[src/verilog/erlf_consts.vh]
/*
 embedded line framer constants: tag codes, row start addresses, encodings.
 assumes a verilog-2005 compiler; included by bare name.
*/
`ifndef ERLF_CONSTS_VH
`define ERLF_CONSTS_VH
`define ERLF_TAG_FORMAT     8'h0a
`define ERLF_TAG_IDX_HI     8'haa
`define ERLF_TAG_IDX_LO     8'ha5
`define ERLF_TAG_AUTOINC    8'h5a
`define ERLF_NULL_CODE      8'h07
`define ERLF_RAW10_LSBS     2'h1
`define ERLF_ROW0_ADDR      16'h0000
`define ERLF_ROW1_ADDR      16'h0200
`define ERLF_PAR_SRC_FIFO   3'h2
`define ERLF_PEDESTAL_LO    8'h2a
`define ERLF_SCALE_N_LO     8'h10
`define ERLF_GAIN_MAX_LO    8'h7f
`define ERLF_FIFO_DEPTH     4
`define ERLF_LINE_WORDS     12'd256
`endif

[src/verilog/erlf_fifo.v]
/*
 small synchronous fifo with valid/ready on both sides.
 assumes a single clock and synchronous active-low reset.
*/
`timescale 1ns/100ps
module erlf_fifo #(
    parameter WIDTH = 10,
    parameter DEPTH = 4,
    parameter AW    = 2
) (
    input  wire             i_ref_clk,
    input  wire             i_nrst,
    input  wire [WIDTH-1:0] i_data,
    input  wire             i_valid,
    output wire             o_ready,
    output wire [WIDTH-1:0] o_data,
    output wire             o_valid,
    input  wire             i_ready
);
    reg [WIDTH-1:0] mem [0:DEPTH-1];
    reg [AW-1:0]    wp_r;
    reg [AW-1:0]    rp_r;
    reg [AW:0]      cnt_r;
    wire            wr;
    wire            rd;
    assign o_ready = (cnt_r != DEPTH[AW:0]);
    assign o_valid = (cnt_r != {(AW+1){1'b0}});
    assign o_data  = mem[rp_r];
    assign wr      = i_valid & o_ready;
    assign rd      = o_valid & i_ready;
    always @(posedge i_ref_clk) begin
        if (wr) begin
            mem[wp_r] <= i_data;
        end
        if (!i_nrst) begin
            wp_r  <= {AW{1'b0}};
            rp_r  <= {AW{1'b0}};
            cnt_r <= {(AW+1){1'b0}};
        end else begin
            if (wr) begin
                wp_r <= (wp_r == DEPTH[AW-1:0] - 1'b1) ? {AW{1'b0}} : wp_r + 1'b1;
            end
            if (rd) begin
                rp_r <= (rp_r == DEPTH[AW-1:0] - 1'b1) ? {AW{1'b0}} : rp_r + 1'b1;
            end
            if (wr && !rd) begin
                cnt_r <= cnt_r + 1'b1;
            end else if (rd && !wr) begin
                cnt_r <= cnt_r - 1'b1;
            end
        end
    end
endmodule

[src/verilog/erlf_framer.v]
/*
 embedded register line framer: builds the two tagged register lines that
 precede the image. register bytes are fetched from a register file outside
 by address with one cycle read latency; a short entry table tells which
 address runs are embedded. assumes i_frame_start is a one-cycle pulse on
 i_ref_clk from logic on the same clock, and the register port returns the
 live value used for the current frame.
 a byte met by a full fifo is parked, so no register is read twice.
*/
`timescale 1ns/100ps
`include "erlf_consts.vh"
module erlf_framer #(
    parameter LINE_WORDS = 256
) (
    input  wire        i_ref_clk,
    input  wire        i_nrst,
    input  wire        i_frame_start,
    input  wire        i_serial_path,
    input  wire [2:0]  i_parallel_output_source_select,
    input  wire        i_raw10,
    input  wire [7:0]  i_reg_data,
    input  wire        i_out_ready,
    output reg  [15:0] o_reg_addr,
    output reg         o_reg_rd,
    output reg  [9:0]  o_data,
    output reg         o_valid,
    output reg         o_line_start,
    output reg         o_line_end,
    output reg         o_busy
);
    // ------------------------------------------------------------
    // run table: start address and byte count of each embedded run
    // ------------------------------------------------------------
    localparam NRUN = 24;
    function [23:0] run_entry;
        input [4:0] idx;
        begin
            case (idx)
                5'd0:  run_entry = {16'h0000, 8'd10};
                5'd1:  run_entry = {16'h0010, 8'd16};
                5'd2:  run_entry = {16'h0040, 8'd32};
                5'd3:  run_entry = {16'h0080, 8'd2};
                5'd4:  run_entry = {16'h0084, 8'd16};
                5'd5:  run_entry = {16'h00c0, 8'd16};
                5'd6:  run_entry = {16'h0100, 8'd6};
                5'd7:  run_entry = {16'h0110, 8'd4};
                5'd8:  run_entry = {16'h0120, 8'd2};
                5'd9:  run_entry = {16'h0200, 8'd22};
                5'd10: run_entry = {16'h0300, 8'd12};
                5'd11: run_entry = {16'h0340, 8'd16};
                5'd12: run_entry = {16'h0380, 8'd8};
                5'd13: run_entry = {16'h0400, 8'd8};
                5'd14: run_entry = {16'h0500, 8'd2};
                5'd15: run_entry = {16'h0600, 8'd18};
                default: run_entry = 24'h000000;
            endcase
        end
    endfunction
    // row 0 uses runs 0..8, row 1 uses runs 9..15
    localparam [4:0] ROW0_FIRST = 5'd0;
    localparam [4:0] ROW0_LAST  = 5'd8;
    localparam [4:0] ROW1_FIRST = 5'd9;
    localparam [4:0] ROW1_LAST  = 5'd15;

    // ------------------------------------------------------------
    // states
    // ------------------------------------------------------------
    localparam [3:0] S_IDLE  = 4'd0;
    localparam [3:0] S_FMT   = 4'd1;
    localparam [3:0] S_IHI   = 4'd2;
    localparam [3:0] S_AHI   = 4'd3;
    localparam [3:0] S_ILO   = 4'd4;
    localparam [3:0] S_ALO   = 4'd5;
    localparam [3:0] S_TAG   = 4'd6;
    localparam [3:0] S_FETCH = 4'd7;
    localparam [3:0] S_DATA  = 4'd8;
    localparam [3:0] S_NULL  = 4'd9;

    // ------------------------------------------------------------
    // byte to word encoding
    // ------------------------------------------------------------
    function [9:0] enc;
        input [7:0] b;
        input       r10;
        begin
            if (r10) begin
                enc = {b, `ERLF_RAW10_LSBS};
            end else begin
                enc = {2'h0, b};
            end
        end
    endfunction

    // ------------------------------------------------------------
    // declarations
    // ------------------------------------------------------------
    reg [3:0]  st_r;
    reg        row_r;
    reg [4:0]  run_r;
    reg [7:0]  left_r;
    reg [15:0] addr_r;
    reg [11:0] wcnt_r;
    reg        r10_r;
    reg [7:0]  hold_r;
    reg        hold_v_r;

    reg [7:0]  byte_w;
    reg        push_w;
    wire       f_ready;
    wire [9:0] f_data;
    wire       f_valid;
    wire [23:0] ent;
    wire [23:0] nxt_ent;
    wire [7:0]  rdata_w;
    wire        enabled;

    assign ent     = run_entry(run_r);
    assign nxt_ent = run_entry(run_r + 5'd1);
    assign rdata_w = hold_v_r ? hold_r : i_reg_data;
    assign enabled = i_serial_path |
                     (i_parallel_output_source_select == `ERLF_PAR_SRC_FIFO);

    // ------------------------------------------------------------
    // word byte per state
    // ------------------------------------------------------------
    always @* begin
        byte_w = `ERLF_NULL_CODE;
        push_w = 1'b0;
        case (st_r)
            S_FMT:  begin byte_w = `ERLF_TAG_FORMAT;  push_w = 1'b1; end
            S_IHI:  begin byte_w = `ERLF_TAG_IDX_HI;  push_w = 1'b1; end
            S_AHI:  begin byte_w = addr_r[15:8];      push_w = 1'b1; end
            S_ILO:  begin byte_w = `ERLF_TAG_IDX_LO;  push_w = 1'b1; end
            S_ALO:  begin byte_w = addr_r[7:0];       push_w = 1'b1; end
            S_TAG:  begin byte_w = `ERLF_TAG_AUTOINC; push_w = 1'b1; end
            S_DATA: begin byte_w = rdata_w;           push_w = 1'b1; end
            S_NULL: begin byte_w = `ERLF_NULL_CODE;   push_w = 1'b1; end
            default: begin byte_w = `ERLF_NULL_CODE;  push_w = 1'b0; end
        endcase
    end

    // ------------------------------------------------------------
    // sequencer; stalls while the fifo is full
    // ------------------------------------------------------------
    always @(posedge i_ref_clk) begin
        if (!i_nrst) begin
            st_r       <= S_IDLE;
            row_r      <= 1'b0;
            run_r      <= 5'd0;
            left_r     <= 8'h00;
            addr_r     <= 16'h0000;
            wcnt_r     <= 12'h000;
            r10_r      <= 1'b0;
            o_reg_addr <= 16'h0000;
            o_reg_rd   <= 1'b0;
            o_busy     <= 1'b0;
        end else begin
            o_reg_rd <= 1'b0;
            if (st_r == S_IDLE) begin
                if (i_frame_start && enabled) begin
                    st_r   <= S_FMT;
                    row_r  <= 1'b0;
                    run_r  <= ROW0_FIRST;
                    r10_r  <= i_raw10;
                    wcnt_r <= 12'h000;
                    o_busy <= 1'b1;
                end
            end else if (st_r == S_FETCH) begin
                st_r <= S_DATA;
            end else if (f_ready) begin
                wcnt_r <= wcnt_r + 1'b1;
                case (st_r)
                    S_FMT: begin
                        st_r   <= S_IHI;
                        addr_r <= ent[23:8];
                        left_r <= ent[7:0];
                    end
                    S_IHI: st_r <= S_AHI;
                    S_AHI: st_r <= S_ILO;
                    S_ILO: st_r <= S_ALO;
                    S_ALO: st_r <= S_TAG;
                    S_TAG: begin
                        st_r       <= S_FETCH;
                        o_reg_addr <= addr_r;
                        o_reg_rd   <= 1'b1;
                    end
                    S_DATA: begin
                        addr_r <= addr_r + 16'h0001;
                        left_r <= left_r - 8'h01;
                        if (left_r != 8'h01) begin
                            st_r <= S_TAG;
                        end else if (run_r == (row_r ? ROW1_LAST : ROW0_LAST)) begin
                            st_r <= S_NULL;
                        end else begin
                            run_r  <= run_r + 5'd1;
                            addr_r <= nxt_ent[23:8];
                            left_r <= nxt_ent[7:0];
                            st_r   <= S_IHI;
                        end
                    end
                    S_NULL: begin
                        if (wcnt_r == LINE_WORDS[11:0] - 12'd1) begin
                            wcnt_r <= 12'h000;
                            if (!row_r) begin
                                row_r <= 1'b1;
                                run_r <= ROW1_FIRST;
                                st_r  <= S_FMT;
                            end else begin
                                st_r   <= S_IDLE;
                                o_busy <= 1'b0;
                            end
                        end
                    end
                    default: st_r <= S_IDLE;
                endcase
            end
        end
    end

    // ------------------------------------------------------------
    // read data hold: the register port shows a byte for one cycle
    // only, so a byte caught by a full fifo is parked here
    // ------------------------------------------------------------
    always @(posedge i_ref_clk) begin
        if (!i_nrst) begin
            hold_r   <= 8'h00;
            hold_v_r <= 1'b0;
        end else if (st_r != S_DATA || f_ready) begin
            hold_v_r <= 1'b0;
        end else if (!hold_v_r) begin
            hold_r   <= i_reg_data;
            hold_v_r <= 1'b1;
        end
    end

    // ------------------------------------------------------------
    // push path into the fifo
    // ------------------------------------------------------------
    wire [9:0] push_data;
    assign push_data = enc(byte_w, r10_r);
    wire push_go;
    assign push_go = push_w & (st_r != S_IDLE) & (st_r != S_FETCH);

    // ------------------------------------------------------------
    // output buffer
    // ------------------------------------------------------------
    erlf_fifo #(
        .WIDTH (10),
        .DEPTH (`ERLF_FIFO_DEPTH),
        .AW    (2)
    ) u_fifo (
        .i_ref_clk (i_ref_clk),
        .i_nrst    (i_nrst),
        .i_data    (push_data),
        .i_valid   (push_go),
        .o_ready   (f_ready),
        .o_data    (f_data),
        .o_valid   (f_valid),
        .i_ready   (i_out_ready | ~o_valid)
    );

    // ------------------------------------------------------------
    // output register: a word stands until i_out_ready takes it;
    // line markers count words leaving, so a stall cannot skew them
    // ------------------------------------------------------------
    reg [11:0] ocnt_r;
    always @(posedge i_ref_clk) begin
        if (!i_nrst) begin
            o_data       <= 10'h000;
            o_valid      <= 1'b0;
            o_line_start <= 1'b0;
            o_line_end   <= 1'b0;
            ocnt_r       <= 12'h000;
        end else if (i_out_ready | ~o_valid) begin
            o_valid      <= f_valid;
            o_data       <= f_data;
            o_line_start <= f_valid & (ocnt_r == 12'h000);
            o_line_end   <= f_valid & (ocnt_r == LINE_WORDS[11:0] - 12'd1);
            if (f_valid) begin
                ocnt_r <= (ocnt_r == LINE_WORDS[11:0] - 12'd1) ? 12'h000 : ocnt_r + 1'b1;
            end
        end
    end
endmodule

[config.mk]
export PLATFORM = sky130hd
export DESIGN_NAME = erlf_framer
export DESIGN_NICKNAME = d
export VERILOG_FILES = /design/src/verilog/erlf_fifo.v /design/src/verilog/erlf_framer.v
export VERILOG_INCLUDE_DIRS = /design/src /design/src/verilog
export SDC_FILE = /design/constraint.sdc
export NUM_CORES = 1
export LEC_CHECK = 0
export BUFFER_PORTS_ARGS = -buffer_cell sky130_fd_sc_hd__buf_2
export CAP_MARGIN = 25
export CORE_UTILIZATION = 45
export DETAILED_ROUTE_END_ITERATION = 10
export PLACE_DENSITY = 0.62
export SYNTH_ARGS = -nofsm -noshare
export SYNTH_HDL_FRONTEND = slang
export SYNTH_SLANG_ARGS = --single-unit
[constraint.sdc]
create_clock -name i_ref_clk -period 3.7 [get_ports i_ref_clk]
set_input_delay 0.74 -clock i_ref_clk [delete_from_list [all_inputs] [get_ports i_ref_clk]]
set_output_delay 0.74 -clock i_ref_clk [all_outputs]
set_load 0.03 [all_outputs]
### Yosys cells after proc, flatten, opt, wreduce, memory -nomap -nowiden

Memories as Yosys holds them, arrays and structs flattened. A register that Yosys moved wholly into a read port is not among the register bits.
Cells that the tools add are included.

| word-level totals | value |
|---|---|
| bits in registers | 96 |
| RAM bits | 40 |
| ROM bits | 416 |
| bits of input ports | 17 |
| output and inout bits | 31 |
| logic and storage cells | 161 |
| memories | 3 |

| cells by class | value |
|---|---|
| $add $sub $neg | 9 |
| equality and inequality tests | 26 |
| muxes and demuxes | 61 |
| bitwise logic cells | 13 |
| reduce and logical (&&, ||, !) cells | 30 |

Memory list:

| name | depth | bits a word | rd ports | clocked after memory_dff | write ports | line | RTL |
|---|---|---|---|---|---|---|---|
| (no name shown) | 16 | 13 | 1 | 0 | 0 | erlf_framer.v:38 | `case (idx)` |
| (no name shown) | 16 | 13 | 1 | 1 | 0 | erlf_framer.v:38 |  |
| u_fifo.mem | 4 | 10 | 1 | 1 | 1 | erlf_fifo.v:20 | `reg [WIDTH-1:0] mem [0:DEPTH-1];` |

Operators by type and width:

| kind | number |
|---|---|
| 12-bit two-way mux | 7 |
| 8-bit one-hot mux with 7 select lines | 1 |
| 24-bit two-way mux | 2 |
| 5-bit two-way mux | 8 |
| 4-bit two-way mux | 9 |
| 16-bit two-way mux | 2 |
| 16-bit one-hot mux with 2 select lines | 1 |
| 4-bit one-hot mux with 8 select lines | 1 |
| 12-bit by 1-bit adder with 12-bit output, second input constant | 2 |
| 12-bit by 8-bit == test with 1-bit output, second input constant | 2 |
| 8-bit two-way mux | 3 |
| 1-bit two-way mux | 19 |
| 16-bit by 1-bit adder with 16-bit output, second input constant | 1 |
| 4-bit by 3-bit == test with 1-bit output, second input constant | 4 |
| 8-bit one-hot mux with 2 select lines | 1 |
| 3-bit != test, second input constant | 5 |
| 12-bit zero test | 1 |
| 2-bit nonzero test | 6 |
| 10-bit two-way mux | 1 |
| 5-bit one-hot mux with 2 select lines | 1 |
| 3-bit two-way mux | 3 |
| 3-bit nonzero test | 3 |
| 4-bit by 2-bit == test with 1-bit output, second input constant | 2 |
| 4-bit == test, second input constant | 2 |
| 31 further kinds | 52 |

### Logic depth before layout (Yosys ltp)

Gate-level depths: netlist (run 1).

| depth | value |
|---|---|
| depth in word-level cells | 10 |
| depth in mapped cells | 13 |
| gate-level depth less buffers | 12 |

### Cells and area by module

Synthesis (run 1) repeated with hierarchy kept, for this count alone.

| second synthesis, totals | value |
|---|---|
| cells, all modules | 868 |
| area, all modules | 8011.4 um^2 |

Modules (own cells, without submodules):

| module | times used | cells each | area each (um^2) | sequential area each (um^2) |
|---|---|---|---|---|
| erlf_framer | 1 | 765 | 6090.8 | 2242.2 |
| erlf_fifo | 1 | 103 | 1920.6 | 1381.3 |

### Worst setup path after synthesis (run 1)

No wires, ideal clock.

| path | value |
|---|---|
| path kind | input to register |
| start | input port i_parallel_output_source_select[1] |
| end | register (tool-made name) |
| setup time | 0.130 ns |
| arrival | 2.827 ns |
| data required time | 3.570 ns |
| slack | 0.743 ns |
| stages | 11 |
| buffers on the path | 1 |
| cell sequence | nor3b_1 -> o211ai_2 -> o21ai_0 -> nand3_2 -> buf_12 -> mux2i_4 -> inv_1 -> ha_1 -> mux2_2 -> o211ai_1 -> o21ai_0 |

RTL lines:

| item | line | RTL |
|---|---|---|
| start, declared | erlf_framer.v:19 | `input wire [2:0] i_parallel_output_source_select,` |

==> results of run 1 <==
## registers in the layout, summed over array words and instances, names as in the netlist, 2 cells and up, named ones only
signal and count:
u_fifo.cnt_r 3, wcnt_r 12, hold_r 8, left_r 8
o_data 10, u_fifo.mem 40, ocnt_r 12, u_fifo.wp_r 2
addr_r 16, u_fifo.rp_r 2, o_reg_addr 16, run_r 5
st_r 4
## cells by family (layout without fill, tap and decap cells)
| family | count (synthesis) | in the layout | share of synthesized area [%] |
|---|---|---|---|
| DFF | 159 | 159 | 44.1 |
| muxes | 53 | 53 | 8.78 |
| AOI/OAI and AO/OA | 199 | 199 | 15.0 |
| and+or+nand+nor | 325 | 325 | 19.7 |
| xor gates and xnor gates | 36 | 36 | 3.97 |
| buffers and inverters | 74 | 127 | 3.97 |
| adders and majority gates | 28 | 28 | 4.40 |
## per-layer routing
metal | vias to the layer above | share of wire (%) | wire length [um]
met3 | 22 | 4.0 | 747
met5 | - | 0 | 0
li1 | 3215 | - | -
met1 | 3032 | 49 | 9170
met4 | 0 | 1.6 | 299
met2 | 152 | 46 | 8690
## layout by cell type, fill, tap and decap left out, types with 23 or more instances in the layout
cell type                  count
sky130_fd_sc_hd__inv_1        27
sky130_fd_sc_hd__mux2i_1      33
sky130_fd_sc_hd__dfxtp_1     119
sky130_fd_sc_hd__nand3_1      23
sky130_fd_sc_hd__buf_2        47
sky130_fd_sc_hd__a21oi_1      91
sky130_fd_sc_hd__ha_1         27
sky130_fd_sc_hd__edfxtp_1     40
sky130_fd_sc_hd__nand2_1     109
sky130_fd_sc_hd__nor2_1       94
sky130_fd_sc_hd__o21ai_0      42
## stage by stage
stage               cell area (um^2)  total power, uW
CTS                             9170             6500
detailed placement              8580             4760
global route                    9170             6890
floorplan                       8120             4160
global placement                8580             4740
finish                          9170             6450
## cells in the mapped netlist (all sizes together), types with 20 or more instances
library cell	count	share of area [%]
a21oi	92	5.8
dfxtp	119	29
inv	28	1.3
clkbuf	29	1.3
mux2i	37	5.2
edfxtp	40	15
nor2	97	4.6
ha	27	4.2
xor2	20	2.2
o21ai	45	2.9
nand3	24	1.5
nand2	109	5.0
## worst max-delay path, stage by stage (launching register included)
cell	delay, ns
sky130_fd_sc_hd__dfxtp_1	0.39
sky130_fd_sc_hd__ha_1	0.20
sky130_fd_sc_hd__or3b_2	0.46
sky130_fd_sc_hd__o31ai_1	0.40
sky130_fd_sc_hd__nand3_2	0.27
sky130_fd_sc_hd__mux2i_4	0.34
sky130_fd_sc_hd__inv_1	0.16
sky130_fd_sc_hd__ha_1	0.35
sky130_fd_sc_hd__mux2_2	0.28
sky130_fd_sc_hd__o211ai_1	0.14
sky130_fd_sc_hd__o21ai_0	0.10
## area by class of cell
cell class                      count  area share [%]
Multi-Input combinational cell    641            46.1
Sequential cell                   159            39.1
Clock buffer                       18            4.79
Timing Repair Buffer               66            4.12
Tap cell                          225            3.07
Clock inverter                     14            1.62
Inverter                           29            1.19
## power groups by stage
stage | sequential [uW] | combinational [uW] | clock [uW]
after global routing | 2500 | 2550 | 1840
after floorplan | 2480 | 1680 | 0
after global placement | 2480 | 2260 | 0
after CTS | 2450 | 2290 | 1760
after detailed placement | 2490 | 2280 | 0
final | 2450 | 2280 | 1730
## worst paths after layout
path | startpoint | to
setup / recovery | wcnt_r[0] | flop
setup reg to reg | wcnt_r[0] | flop
hold / removal | o_data[4] | o_data[4]
hold reg to reg | o_data[4] | o_data[4]
==> results.rst, run 1 <==
.. list-table::
   :header-rows: 1

   * - Metric
     - Value
   * - Number of design rule violations left after detail routing
     - 0
   * - Wire length reported by the detailed router
     - 18.9 mm
   * - Clock tree skew after final layout
     - 0.00980 ns
   * - Die W
     - about 140 um
   * - Final Util
     - 52.4%
   * - Count of unique library cells instantiated by Yosys
     - 84
   * - FILL cells
     - between 1,500 and 2,000
   * - Data arrival time at the worst-slack endpoint
     - 3.53 ns
   * - Cells after DPL
     - between 1,000 and 1,500
   * - Largest net degree at the start of global routing
     - 36
   * - Drt first-iter violations
     - 467
   * - Leakage dissipation
     - 0.00344 uW
   * - Grt total ovfl
     - 0
   * - CTS buffer count
     - 17
   * - Core area
     - 17,500 um^2
   * - Relative contribution of sequential cells to total power
     - 37.9%
   * - Routability-driven placement congestion ratio
     - 0.884
   * - Post-route fraction of the period consumed by the critical path
     - 87.4%
   * - Library cell used as clock root buffer
     - sky130_fd_sc_hd__clkbuf_16
   * - Seq cells post-synth
     - 159
   * - H-tree depth reported by CTS
     - 4
   * - Worst R2R Setup Slack
     - 0.47 ns
   * - Post-place setup slack
     - 0.460 ns
   * - Cell Int Power
     - a little over 4000 uW
   * - Remaining number of nets flagged by the antenna check after routing
     - 0
   * - Layer with the highest usage
     - met2
   * - Final standard cell count with taps included and fillers excluded
     - 1,152
   * - Hold slack
     - 0.447 ns
   * - Critical Setup Path Class
     - flop to flop
   * - Antenna diodes
     - 0
   * - Clock input transition at the sequential cells of the worst setup and hold paths
     - 0.07 ns
   * - Routed vias
     - ~6,400
   * - First-pass GRT wire length
     - 31.0 mm
   * - Layout cells sized above 1
     - about 15%
   * - Total nets after synthesis
     - 919
   * - Final setup margin
     - 0.467 ns
   * - Postcts setup bufs
     - 0
   * - Die Outline Area
     - 18,600 um^2
   * - Depth of the most critical reg-to-reg path
     - 10
   * - Met2 track demand over resource
     - about a third
   * - Sequential element share of the synthesized area
     - 44.1%
   * - Critical path startpoint category
     - flop
   * - Instance count of the mapped netlist
     - 874
   * - FFs w/ async S/R, synth
     - 0%
   * - Post-synth design cell area
     - 8120 um^2
   * - Outcome
     - finished, final reports clean
   * - Relative contribution of the clock network to total power
     - between 20% and 30%
   * - Max-capacitance violation count
     - 0
   * - Area of combinational cells with multiple inputs
     - 4230 um^2
   * - Max-slew violation count
     - 0
   * - Number of cells on the worst hold path
     - 2
   * - Detailed placer's ending HPWL
     - roughly 14 mm
   * - Met3 usage
     - 4.51%
   * - Buffer depth of the longest clock path
     - 2
   * - Antenna violations before repair
     - 0
   * - Vias per Instance
     - roughly 5.6
   * - Post-layout nets
     - 959
   * - Final Setup Violations
     - 0
   * - GR Layer Usage met1
     - a little under a third
   * - Count of endpoints failing hold in the final timing report
     - 0
   * - Number of enable-type register cells in the synthesized netlist
     - 40
   * - Synth warn
     - 0
   * - Number of placed I/O pins
     - 48
   * - Growth of design area from synthesis to finish
     - 12.8%
   * - Syn avg cell area
     - 9.30 um^2
   * - Max frequency
     - 309 MHz
   * - Net switching power figure
     - 2430 uW
   * - Hold buffer count at CTS
     - 0
   * - Count of input and output buffers
     - 47
   * - Switching Fraction
     - 37.6%
   * - Overall routing resource usage
     - between 20 and 25%
   * - Register Area
     - 3580 um^2
   * - Accumulated negative setup slack
     - 0 ns
   * - Post-CTS Resized
     - 0
   * - Slew at the pin closest to its max-slew limit
     - 0.813 ns
   * - CTS tree
     - yes
   * - RSZ-0062 raised after global routing
     - false
   * - Number of global-route vias before repair
     - 5,984
   * - First-pass iteration count of the detailed router
     - 5
   * - Starting utilization of the core area
     - 46.5%
   * - Routed length per instance
     - 16.4 um
   * - Die outline height
     - roughly 140 um
   * - Number of clock sinks
     - around 160
   * - Peak supply drop
     - 0.521 mV
   * - Worst-skew pair later-pin latency
     - between 0.4 and 0.5 ns
   * - WP data required
     - 4.00 ns
   * - FP Rows
     - 48
   * - Combinational share of power
     - 35.3%
   * - Normalized max-slew margin
     - ~46%
   * - Power per standard cell area
     - 704 nW/um^2
   * - Crit. End Element
     - flop
   * - Shortest clock period the worst path allows after layout
     - 3.23 ns
   * - Flip-flop cell with the highest count after synthesis
     - sky130_fd_sc_hd__dfxtp_1
   * - Crit path max fanout
     - 7
   * - Class of the tightest hold or removal check
     - flop to flop
No activity file was read; power rests on OpenSTA's default activity.
==> run 2, diff against run 1 <==
--- a/config.mk
+++ b/config.mk
@@ -6,11 +6,13 @@
 export SDC_FILE = /design/constraint.sdc
 export NUM_CORES = 1
 export LEC_CHECK = 0
+export ABC_AREA = 1
 export BUFFER_PORTS_ARGS = -buffer_cell sky130_fd_sc_hd__buf_2
 export CAP_MARGIN = 25
 export CORE_UTILIZATION = 45
 export DETAILED_ROUTE_END_ITERATION = 10
 export PLACE_DENSITY = 0.62
+export RECOVER_POWER = 25
 export SYNTH_ARGS = -nofsm -noshare
 export SYNTH_HDL_FRONTEND = slang
 export SYNTH_SLANG_ARGS = --single-unit
==> results.rst, run 2 <==
.. list-table::
   :header-rows: 1

   * - Metric
     - Value
   * - Outcome
     - finished with violations
   * - Violated checks
     - max-capacitance violations, max-slew violations
   * - Antenna diodes
     - 0
   * - Largest delay share family, worst path
     - buffers and inverters
   * - Clock input transition at the sequential cells of the worst setup and hold paths
     - 0.06 ns
   * - Total nets after synthesis
     - ~1,000
   * - Syn avg cell area
     - around 8 um^2
   * - Clock tree skew after final layout
     - about 0.013 ns
   * - Drt first-iter violations
     - 610
   * - Crit. End Element
     - flop
   * - Layout cells sized above 1
     - under 10%
   * - Most common cell in the netlist
     - sky130_fd_sc_hd__nand2_1
   * - Normalized max-slew margin
     - -29.6%
   * - Accumulated negative setup slack
     - 0 ns
   * - Grt total ovfl
     - 0
   * - Remaining number of nets flagged by the antenna check after routing
     - 0
   * - GR Layer Usage met1
     - 29.4%
   * - Count of endpoints failing hold in the final timing report
     - 0
   * - Area of combinational cells with multiple inputs
     - ~3700 um^2
   * - WP data required
     - 4.06 ns
   * - Crit path max fanout
     - 47
   * - Post-synth design cell area
     - between 7000 and 8000 um^2
   * - Data arrival time at the worst-slack endpoint
     - 3.45 ns
   * - Slew at the pin closest to its max-slew limit
     - between 1.5 and 2 ns
   * - Peak supply drop
     - 0.355 mV
   * - Flip-flop cell with the highest count after synthesis
     - sky130_fd_sc_hd__dfxtp_1
   * - Sequence of cells on the critical path
     - buf_2 > clkbuf_1 > nand2_1 > inv_2 > o21ai_1 > a21oi_1
   * - H-tree depth reported by CTS
     - 4
   * - Routed vias
     - 6,715
   * - Register Area
     - 3580 um^2
   * - Beginning of the worst hold path
     - hold_r[1]
   * - Library cell used as clock root buffer
     - sky130_fd_sc_hd__clkbuf_16
   * - Growth of design area from synthesis to finish
     - 12.6%
   * - Cells taking the most area after synthesis
     - sky130_fd_sc_hd__dfxtp_1, sky130_fd_sc_hd__edfxtp_1, sky130_fd_sc_hd__nand2_1, sky130_fd_sc_hd__o21ai_0, sky130_fd_sc_hd__nor2_1
   * - Starting utilization of the core area
     - 45.9%
   * - Die W
     - 134 um
   * - Met3 usage
     - 3.70%
   * - Reg-to-reg startpoint
     - st_r[0]
   * - Sequential element share of the synthesized area
     - 45.4%
   * - Count of input and output buffers
     - 47
   * - CTS buffer count
     - 17
   * - Leakage dissipation
     - between 0.003 and 0.004 uW
   * - Layer with the highest usage
     - met2
   * - Synth warn
     - 0
   * - Post-layout nets
     - 1,087
   * - Power per standard cell area
     - around 770 nW/um^2
   * - Area share of the leading cell type in the synthesized netlist
     - 30.2%
   * - Routed length per instance
     - 14.6 um
   * - Hold buffer count at CTS
     - 0
   * - Number of global-route vias before repair
     - 6,221
   * - RSZ-0062 raised after global routing
     - false
   * - Max-slew violation count
     - 48
   * - FFs w/ async S/R, synth
     - 0%
   * - Worst-skew pair later-pin latency
     - approximately 0.43 ns
   * - Overall routing resource usage
     - 21.6%
   * - Seq cells post-synth
     - 159
   * - Post-route fraction of the period consumed by the critical path
     - 83.5%
   * - Top Registers
     - u_fifo.mem (40), addr_r (16), o_reg_addr (16)
   * - Largest stage delay on the critical path
     - between 1 and 1.5 ns
   * - Register containing the most flip-flops in the final layout
     - u_fifo.mem
   * - Number of design rule violations left after detail routing
     - 0
   * - Critical path startpoint category
     - primary input
   * - Top library cells by usage in the layout, fill and taps aside
     - sky130_fd_sc_hd__nand2_1, sky130_fd_sc_hd__dfxtp_1, sky130_fd_sc_hd__nor2_1
   * - Slowest cell on crit path
     - sky130_fd_sc_hd__clkbuf_1
   * - Number of enable-type register cells in the synthesized netlist
     - 40
   * - First-pass iteration count of the detailed router
     - 5
   * - Wire length reported by the detailed router
     - ~19 mm
   * - Die outline height
     - 134 um
   * - Postcts setup bufs
     - 0
   * - Final Setup Violations
     - 0
   * - Launch point of the worst path
     - i_nrst
   * - Post-synth top area cell
     - sky130_fd_sc_hd__dfxtp_1
   * - Largest net degree at the start of global routing
     - 48
   * - Routability-driven placement congestion ratio
     - around 0.9
   * - Number of placed I/O pins
     - 48
   * - Flip-flop count of the largest register after layout
     - 40
   * - Post-CTS Resized
     - 0
   * - Most common library cell in the layout ignoring fill and taps
     - sky130_fd_sc_hd__nand2_1
   * - Met2 track demand over resource
     - 34.7%
   * - Count of unique library cells instantiated by Yosys
     - 48
   * - First-pass GRT wire length
     - 30.8 mm
   * - FILL cells
     - 1,722
   * - Critical Setup Path Class
     - primary input to flop
   * - Max-capacitance violation count
     - 1
   * - Core area
     - 17,200 um^2
   * - Shortest clock period the worst path allows after layout
     - 3.09 ns
   * - Buffer depth of the longest clock path
     - 2
   * - CTS tree
     - yes
   * - Max frequency
     - ~320 MHz
   * - Antenna violations before repair
     - 0
   * - Instance count of the mapped netlist
     - 997
   * - Class of the tightest hold or removal check
     - flop to flop
   * - Final Util
     - 51.7%
   * - Vias per Instance
     - 5.25
   * - Detailed placer's ending HPWL
     - 13.3 mm
   * - List of most frequent post-synthesis cells
     - sky130_fd_sc_hd__nand2_1, sky130_fd_sc_hd__dfxtp_1, sky130_fd_sc_hd__nor2_1
   * - Buf+Inv Stages, Crit Path
     - 3
   * - Die Outline Area
     - 18,100 um^2
   * - FP Rows
     - 48
   * - Number of clock sinks
     - 159
run 2: cells by family (layout without fill, tap and decap cells):
logic type / Yosys count / in the layout / share of synthesized area (%)
simple gates: 383 / 383 / 21.8
mux: 7 / 7 / 0.904
fa+ha+maj: 28 / 28 / 4.54
xor+xnor: 19 / 19 / 2.11
flops: 159 / 159 / 45.4
compound gates: 243 / 243 / 17.5
buf+inv: 158 / 216 / 7.69
run 2: path summary, 6_finish.rpt:
check        slack (ns)    endpoint  depth (start not counted)
max reg2reg        0.98        flop                         13
max                0.61  addr_r[12]                          6
min                0.46   hold_r[1]                          2
min reg2reg        0.46   hold_r[1]                          2
run 2: through the flow:
stage	power, uW	setup WS [ns]	instances	area, um^2	hold slack, ns
after floorplan	4430	1.39	997	7890	0.430
after global placement	5090	1.05	1248	8350	0.441
after detailed placement	5100	1.01	1248	8350	0.452
after CTS	6860	0.995	1280	8930	0.460
after global routing	7300	0.321	1280	8880	0.480
final	6800	0.610	1280	8880	0.463
run 2: layout make-up:
| type | instances | area share [%] |
|---|---|---|
| Clock buffer | 18 | 4.83 |
| Timing Repair Buffer | 55 | 2.80 |
| Multi-Input combinational cell | 680 | 41.6 |
| Clock inverter | 14 | 1.72 |
| Sequential cell | 159 | 40.4 |
| Inverter | 129 | 5.48 |
| Tap cell | 225 | 3.17 |
run 2: report_power, final:
| part | switching (uW) | total (uW) | internal, uW |
|---|---|---|---|
| combinational | 1790 | 2550 | 769 |
| sequential | 239 | 2500 | 2260 |
| clock | 740 | 1750 | 1010 |
run 2: routing by layer:
metal	up-vias	part of all wire [%]
met2	143	45
met1	3102	49
met3	25	4.1
met4	0	1.5
met5	-	0
li1	3445	-
run 2: worst reg2reg max path, delay by kind of cell (launching register included):
family | cells | cell delay (ns)
and+or+nand+nor | 10 | 1.56
buffers and inverters | 2 | 0.30
DFF | 1 | 0.46
adders and majority gates | 1 | 0.31
